[src/tape_panel_regs.vh]
// Constants for the tape front-panel control block.
// Assumes a single 125 MHz core clock and a plain register port.
//
// Functional notes
// - Interrupt level 5 and vector 224 by default, strap inputs may replace them.
// - Button press on threaded unloaded tape loads it and lights the button lamp.
// - Button press on loaded tape away from beginning rewinds it to beginning.
// - Button press with tape at beginning unloads the tape.
// - Button rewind and unload are ignored while on-line.
// - On-line button toggles on-line state and its lamp.
// - On-line means host-only rewind and unload, panel load still works; panel diagnostics only off-line.
// - Formatter-health lamp lit only while formatter runs without error.
// - Volume-check lamp set when on-line state changes since last host command.
// - Density-error lamp lit on invalid identification burst; reading still allowed.
// - Write-lock lamp lit with no reel or no file-protect ring.
// - Beginning-of-tape lamp follows the beginning marker exactly.
// - End-of-tape lamp set only by powered motion past the end marker.
// - Self-test runs while the subsystem is idle.
// - Formatter failure while on-line is reported to the host.
// - Enabled interrupt on special-condition, ready or volume-change status bit.
`ifndef TAPE_PANEL_REGS_VH
`define TAPE_PANEL_REGS_VH

// ==========================================================
// Register byte addresses
`define ADDR_CTRL      8'h00
`define ADDR_STATUS    8'h04
`define ADDR_MASK      8'h08
`define ADDR_PANEL     8'h0C
`define ADDR_IRQINFO   8'h10

// ==========================================================
// Control register fields
`define CTRL_IE        0
`define CTRL_REWIND    1
`define CTRL_UNLOAD    2

// ==========================================================
// Status and mask fields
`define ST_SPECIAL     0
`define ST_READY       1
`define ST_VOLCHG      2
`define ST_WIDTH       3

// ==========================================================
// Reset values
`define IRQ_LEVEL_RST  3'h5
`define IRQ_VECTOR_RST 9'h0E0
`define MASK_RST       3'h0

`endif

[src/tape_front_panel_control.v]
// Front-panel control, lamps and interrupt logic of a tape subsystem.
// Assumes all inputs are synchronous to I_CORE_CLK; button inputs are one-cycle press pulses.
//
// The register offsets and strobed register access are this design's own decisions.
`timescale 1ns/1ps
`include "tape_panel_regs.vh"

module tape_front_panel_control (
    input  wire        I_CORE_CLK,
    input  wire        I_RESET_N,
    input  wire [7:0]  I_ADDR,
    input  wire [15:0] I_WDATA,
    input  wire        I_WR,
    input  wire        I_RD,
    output reg  [15:0] O_RDATA,
    input  wire        I_LOAD_REWIND_UNLOAD_BUTTON,
    input  wire        I_ONLINE_TOGGLE,
    input  wire        I_TAPE_THREADED,
    input  wire        I_BEGINNING_OF_TAPE,
    input  wire        I_END_OF_TAPE,
    input  wire        I_POWERED_MOTION,
    input  wire        I_REEL_MOUNTED,
    input  wire        I_RING_PRESENT,
    input  wire        I_IDENTIFICATION_BURST_SEEN,
    input  wire        I_IDENTIFICATION_BURST_VALID,
    input  wire        I_FORMATTER_RUNNING,
    input  wire        I_FORMATTER_ERROR,
    input  wire        I_MOTION_DONE,
    input  wire        I_IDLE,
    input  wire        I_DIAG_REQUEST,
    input  wire        I_STRAP_ENABLE,
    input  wire [2:0]  I_STRAP_LEVEL,
    input  wire [8:0]  I_STRAP_VECTOR,
    output reg         O_LOAD_CMD,
    output reg         O_REWIND_CMD,
    output reg         O_UNLOAD_CMD,
    output reg         O_LOAD_LAMP,
    output reg         O_ONLINE_LAMP,
    output reg         O_FORMATTER_HEALTHY_LAMP,
    output reg         O_VOLUME_CHECK_LAMP,
    output reg         O_DENSITY_ERROR_LAMP,
    output reg         O_WRITE_LOCK_LAMP,
    output reg         O_BOT_LAMP,
    output reg         O_EOT_LAMP,
    output reg         O_SELFTEST_RUN,
    output reg         O_DIAG_RUN,
    output reg         O_IRQ,
    output reg  [2:0]  O_IRQ_LEVEL,
    output reg  [8:0]  O_IRQ_VECTOR
);

    // ==========================================================
    // Internal state
    reg                    strap_taken;
    reg                    irq_enable;
    reg [`ST_WIDTH-1:0]    status;
    reg [`ST_WIDTH-1:0]    mask;
    reg                    error_prev;

    wire                   wr_ctrl;
    wire                   rd_status;
    wire                   host_rewind;
    wire                   host_unload;
    wire                   panel_press;
    wire                   do_load;
    wire                   do_rewind;
    wire                   do_unload;
    wire                   fail_event;
    wire [`ST_WIDTH-1:0]   next_events;
    wire [`ST_WIDTH-1:0]   next_status;

    assign wr_ctrl   = I_WR && (I_ADDR == `ADDR_CTRL);
    assign rd_status = I_RD && (I_ADDR == `ADDR_STATUS);

    // ==========================================================
    // Transport actions

    assign host_rewind = wr_ctrl && I_WDATA[`CTRL_REWIND] && O_ONLINE_LAMP;
    assign host_unload = wr_ctrl && I_WDATA[`CTRL_UNLOAD] && O_ONLINE_LAMP;
    assign panel_press = I_LOAD_REWIND_UNLOAD_BUTTON;

    assign do_load   = panel_press && !O_LOAD_LAMP && I_TAPE_THREADED;
    assign do_rewind = O_LOAD_LAMP && !I_BEGINNING_OF_TAPE
                       && ((panel_press && !O_ONLINE_LAMP) || host_rewind);
    assign do_unload = O_LOAD_LAMP && I_BEGINNING_OF_TAPE
                       && ((panel_press && !O_ONLINE_LAMP) || host_unload);

    assign fail_event = O_ONLINE_LAMP && I_FORMATTER_ERROR && !error_prev;

    assign next_events[`ST_SPECIAL] = fail_event;
    assign next_events[`ST_READY]   = I_MOTION_DONE;
    assign next_events[`ST_VOLCHG]  = I_ONLINE_TOGGLE;

    // Reading clears, a new event in the same cycle survives.
    assign next_status = (rd_status ? {`ST_WIDTH{1'b0}} : status) | next_events;

    // ==========================================================
    // Panel and transport state
    always @(posedge I_CORE_CLK or negedge I_RESET_N) begin
        if (!I_RESET_N) begin
            O_LOAD_CMD               <= 1'b0;
            O_REWIND_CMD             <= 1'b0;
            O_UNLOAD_CMD             <= 1'b0;
            O_LOAD_LAMP              <= 1'b0;
            O_ONLINE_LAMP            <= 1'b0;
            O_FORMATTER_HEALTHY_LAMP <= 1'b0;
            O_VOLUME_CHECK_LAMP      <= 1'b0;
            O_DENSITY_ERROR_LAMP     <= 1'b0;
            O_WRITE_LOCK_LAMP        <= 1'b1;
            O_BOT_LAMP               <= 1'b0;
            O_EOT_LAMP               <= 1'b0;
            O_SELFTEST_RUN           <= 1'b0;
            O_DIAG_RUN               <= 1'b0;
            error_prev               <= 1'b0;
        end else begin
            O_LOAD_CMD   <= do_load;
            O_REWIND_CMD <= do_rewind;
            O_UNLOAD_CMD <= do_unload;
            if (do_load) begin
                O_LOAD_LAMP <= 1'b1;
            end else if (do_unload) begin
                O_LOAD_LAMP <= 1'b0;
            end
            if (I_ONLINE_TOGGLE) begin
                O_ONLINE_LAMP <= !O_ONLINE_LAMP;
            end
            if (I_ONLINE_TOGGLE) begin
                O_VOLUME_CHECK_LAMP <= 1'b1;
            end else if (wr_ctrl) begin
                O_VOLUME_CHECK_LAMP <= 1'b0;
            end
            O_FORMATTER_HEALTHY_LAMP <= I_FORMATTER_RUNNING && !I_FORMATTER_ERROR;
            if (I_IDENTIFICATION_BURST_SEEN && I_BEGINNING_OF_TAPE) begin
                O_DENSITY_ERROR_LAMP <= !I_IDENTIFICATION_BURST_VALID;
            end else if (do_unload) begin
                O_DENSITY_ERROR_LAMP <= 1'b0;
            end
            O_WRITE_LOCK_LAMP <= !I_REEL_MOUNTED || !I_RING_PRESENT;
            O_BOT_LAMP <= I_BEGINNING_OF_TAPE;
            if (I_END_OF_TAPE && I_POWERED_MOTION) begin
                O_EOT_LAMP <= 1'b1;
            end else if (I_BEGINNING_OF_TAPE || do_unload) begin
                O_EOT_LAMP <= 1'b0;
            end
            O_SELFTEST_RUN <= I_IDLE;
            O_DIAG_RUN <= I_DIAG_REQUEST && !O_ONLINE_LAMP && !I_ONLINE_TOGGLE;
            error_prev <= I_FORMATTER_ERROR;
        end
    end

    // ==========================================================
    // Interrupt level and vector
    always @(posedge I_CORE_CLK or negedge I_RESET_N) begin
        if (!I_RESET_N) begin
            strap_taken  <= 1'b0;
            O_IRQ_LEVEL  <= `IRQ_LEVEL_RST;
            O_IRQ_VECTOR <= `IRQ_VECTOR_RST;
        end else if (!strap_taken) begin
            strap_taken <= 1'b1;
            if (I_STRAP_ENABLE) begin
                O_IRQ_LEVEL  <= I_STRAP_LEVEL;
                O_IRQ_VECTOR <= I_STRAP_VECTOR;
            end
        end
    end

    // ==========================================================
    // Register port and interrupt
    always @(posedge I_CORE_CLK or negedge I_RESET_N) begin
        if (!I_RESET_N) begin
            irq_enable <= 1'b0;
            status     <= {`ST_WIDTH{1'b0}};
            mask       <= `MASK_RST;
            O_IRQ      <= 1'b0;
            O_RDATA    <= 16'h0000;
        end else begin
            if (wr_ctrl) begin
                irq_enable <= I_WDATA[`CTRL_IE];
            end
            if (I_WR && (I_ADDR == `ADDR_MASK)) begin
                mask <= I_WDATA[`ST_WIDTH-1:0];
            end
            status <= next_status;
            O_IRQ <= irq_enable && (|(next_status & mask));
            O_RDATA <= 16'h0000;
            if (I_RD) begin
                case (I_ADDR)
                    `ADDR_CTRL: begin
                        O_RDATA <= {15'h0000, irq_enable};
                    end
                    `ADDR_STATUS: begin
                        O_RDATA <= {13'h0000, status};
                    end
                    `ADDR_MASK: begin
                        O_RDATA <= {13'h0000, mask};
                    end
                    `ADDR_PANEL: begin
                        O_RDATA <= {6'h00, O_DIAG_RUN, O_SELFTEST_RUN, O_EOT_LAMP,
                                    O_BOT_LAMP, O_WRITE_LOCK_LAMP, O_DENSITY_ERROR_LAMP,
                                    O_VOLUME_CHECK_LAMP, O_FORMATTER_HEALTHY_LAMP,
                                    O_ONLINE_LAMP, O_LOAD_LAMP};
                    end
                    `ADDR_IRQINFO: begin
                        O_RDATA <= {4'h0, O_IRQ_LEVEL, O_IRQ_VECTOR};
                    end
                    default: begin
                        O_RDATA <= 16'h0000;
                    end
                endcase
            end
        end
    end

endmodule // tape_front_panel_control

[config.mk]
export PLATFORM = sky130hd
export DESIGN_NAME = tape_front_panel_control
export DESIGN_NICKNAME = d
export VERILOG_FILES = /design/src/tape_front_panel_control.v
export VERILOG_INCLUDE_DIRS = /design/src
export SDC_FILE = /design/constraint.sdc
export NUM_CORES = 1
export LEC_CHECK = 0
export ABC_CLOCK_PERIOD_IN_PS = 2900
export BUFFER_PORTS_ARGS = -buffer_cell sky130_fd_sc_hd__buf_2
export CORE_ASPECT_RATIO = 0.9
export CORE_MARGIN = 1.5
export CORE_UTILIZATION = 30
export DETAILED_ROUTE_END_ITERATION = 6
export PLACE_DENSITY = 0.58
export SYNTH_ARGS = -nofsm -noshare
export SYNTH_HDL_FRONTEND = slang
export SYNTH_SLANG_ARGS = --single-unit
[constraint.sdc]
create_clock -name I_CORE_CLK -period 2.9 [get_ports I_CORE_CLK]
set_clock_uncertainty 0.2 [all_clocks]
set_input_delay 0.58 -clock I_CORE_CLK [delete_from_list [all_inputs] [get_ports I_CORE_CLK]]
set_output_delay 0.58 -clock I_CORE_CLK [all_outputs]
set_load 0.01 [all_outputs]
==> results.cfg <==
[clocking]
cts_buffers = 5
cts.sinks = 47
cts_tree = yes
clk_path_buf_depth = 2
cts_resized = 0
root_buffer = clkbuf_8
clk_latency_ps = 290
cts_max_level = 2
clk_pin_slew_ps = 90

[logic_synthesis]
ys_ff_latch = 47
synth_flop_cell = dfrtp_1
ys_top_cells_by_area = dfrtp_1 50%, mux2_2 8.8%, dfstp_2 7.7%
syn_area_um2 = 2042
synth.largest_area_cell = dfrtp_1
ys_seq_area_share_pct = 57.97
post-synth-top-count-cell = dfrtp_1
syn_inst = 165
synthArstFlopShare_pct = 100.0
yosys_warnings = 0
yosysTopAreaCellShare_pct = 50.25
syn_area_per_cell_um2 = 12.38
synth_common_cells = 41 x dfrtp_1, 16 x mux2_2, 12 x nor2_1
ys_types = 44
synth_edf_count = 0

[drt]
drt_iter0_markers = 61
vias = 1553
firstDrtPassIters = 4
vias_per_cell = 4.595
drcViolationCount = 0
post_drt_wl_per_cell_um = 14.01
routed_wl_mm = 4.737
ant_nets = 0

[setup_path]
cp-start-kind = input pin
path_class = input pin to register
r2r_end = O_DENSITY_ERROR_LAMP$_DFFE_PN0P_
crit_path_max_fanout = 10
reg2reg_from = O_ONLINE_LAMP$_DFFE_PN0P_
rrSetupSlack_ps = 1210
cp-end-kind = register
crit_arrival_ps = 2160
ff2ff_path_depth = 4
required_ps = 2880

[timing]
relSlewSlack_pct = 59.56
tns_ps = 0
max_slew.worst_pin.slew_ps = 602.1
hold_violations = 0
setup_ws_ps = 717.7
fmaxAchievable_mhz = 458.2
post-route-min-period_ps = 2182
period_share_pct = 75.25
setup_viol_count_final = 0
slew_viol_final = 0
rsz0062_at_grt = false

[finish]
final_cells = 338
antennaDiodeCount = 0
fin_nets = 303
drive_above_1_share_pct = 51.61
area_delta_synth_final_pct = 27.94

[die]
die_width_um = 89.97
die_area_um2 = 7311
row_count = 28
start_util_pct = 31.00
io_pins = 98
fp.dieH_um = 81.27
coreArea_um2 = 6586

[hold_path]
hold_start = I_IDLE
worstHoldEndpoint = O_SELFTEST_RUN$_DFF_PN0_
min-delay-path-class = input pin to register
min_path_cells = 1

[status]
outcome = finished clean

[global_route]
track_usage_pct = 13.33
grt_pass1_wl_mm = 7.527
grt_overflow = 0
grt_pass1_vias = 1531
grt_max_degree = 19
antenna_found_initial = 0

[place]
portBuffers = 80
placed_cells = 329
post-dp-hpwl_mm = 3.592
place_congestion = 0.8204
dp_slack_ps = 407.0

[power]
ir_drop_mv = 0.2047
p_leak_uw = 0.001282
powerDensity_nw_per_um2 = 547.1

[job]
cap_violations = 0
==> per-stage QoR <==
step / hold WS, ps / cell area (µm²) / utilization, % / total power, µW
floorplan: 84.41 / 2053 / - / 932.5
global placement: 317.2 / 2514 / 38.16 / 1061
detailed placement: 316.7 / 2514 / 38.16 / 1064
CTS: 182.6 / 2613 / 39.67 / 1454
global route: 169.3 / 2613 / 39.67 / 1519
finish: 193.1 / 2613 / 39.67 / 1429
==> cell families after synthesis <==
kind of cell	count (synthesis)	share of synthesized area (%)
mux	18	9.804
compound gates	28	10.78
buf+inv	15	4.228
other cells	2	0.3678
xor+xnor	1	0.4290
simple gates	54	16.42
flops	47	57.97
==> registers in the layout, indices dropped and copies added (netlist names), 3 cells and up <==
signal	count
O_IRQ_VECTOR	9
O_RDATA	12
O_IRQ_LEVEL	3
mask	3
status	3
==> what timing repair did <==
action,4_1_cts,5_1_grt
hold buffers,1,0
hold endpoints to repair,14,0
endpoints found under the setup margin,0,0
buffers inserted,0,0
==> worst max-delay path: stages <==
cell and delay [ps]:
buf_2 150, or4_4 620, o41ai_4 410, a21oi_1 120
a211o_1 270
==> layer usage <==
| layer | share of wire (%) | routed length [µm] | up-vias | track usage, % |
|---|---|---|---|---|
| met3 | 6.1 | 290 | 4 | 4.120 |
| met5 | 0 | 0 | - | 0 |
| met4 | 0.72 | 34 | 0 | 3.968 |
| met1 | 48 | 2294 | 756 | 18.26 |
| met2 | 45 | 2118 | 54 | 20.38 |
| li1 | - | - | 739 | - |
==> cell usage in the layout (no fill, tap or decap), types with 2 or more instances in the layout <==
cell type   count
o31a_2          2
nand3b_1        5
o211ai_1        2
nor3b_1         2
dfstp_2         6
nor2b_1         5
buf_2          80
clkinvlp_4      2
dfrtp_1        41
clkbuf_8        5
or2_2           2
buf_4           3
mux2_2         16
conb_1          5
and3_1          2
and3_2          3
mux2i_1         2
a21oi_1         5
nand3_1         3
nand2_1         8
nand2b_1        2
a22oi_1         7
inv_1           3
nor2_1         12
o21ai_0         3
==> how the worst max path moves through the flow <==
stage	depth (start not counted)	from	slack (ps)	to
after floorplan	6	I_ADDR[3]	530	O_DENSITY_ERROR_LAMP$_DFFE_PN0P_
after global placement	5	I_ADDR[3]	420	O_DENSITY_ERROR_LAMP$_DFFE_PN0P_
after detailed placement	5	I_ADDR[3]	410	O_DENSITY_ERROR_LAMP$_DFFE_PN0P_
after CTS	5	I_ADDR[3]	720	O_DENSITY_ERROR_LAMP$_DFFE_PN0P_
after global routing	5	I_ADDR[5]	640	O_RDATA[0]$_DFF_PN0_
final	5	I_ADDR[3]	720	O_DENSITY_ERROR_LAMP$_DFFE_PN0P_
==> layout make-up <==
type                       instances  area (µm²)
clock buffer                       5       68.82
clock inverter                     3       20.02
fill                             710        3974
inverter                           3       11.26
multi-input combinational        106       783.3
sequential                        47        1184
tap                               90       112.6
timing repair buffer              84       432.9
==> report_power, final <==
group	leakage, µW	internal (µW)	switching, µW
combinational	0.000663	128	127
sequential	0.000578	723	69.1
clock	0.0000402	168	214
total	0.00128	1020	410
Power figures use the tool's default switching activity.
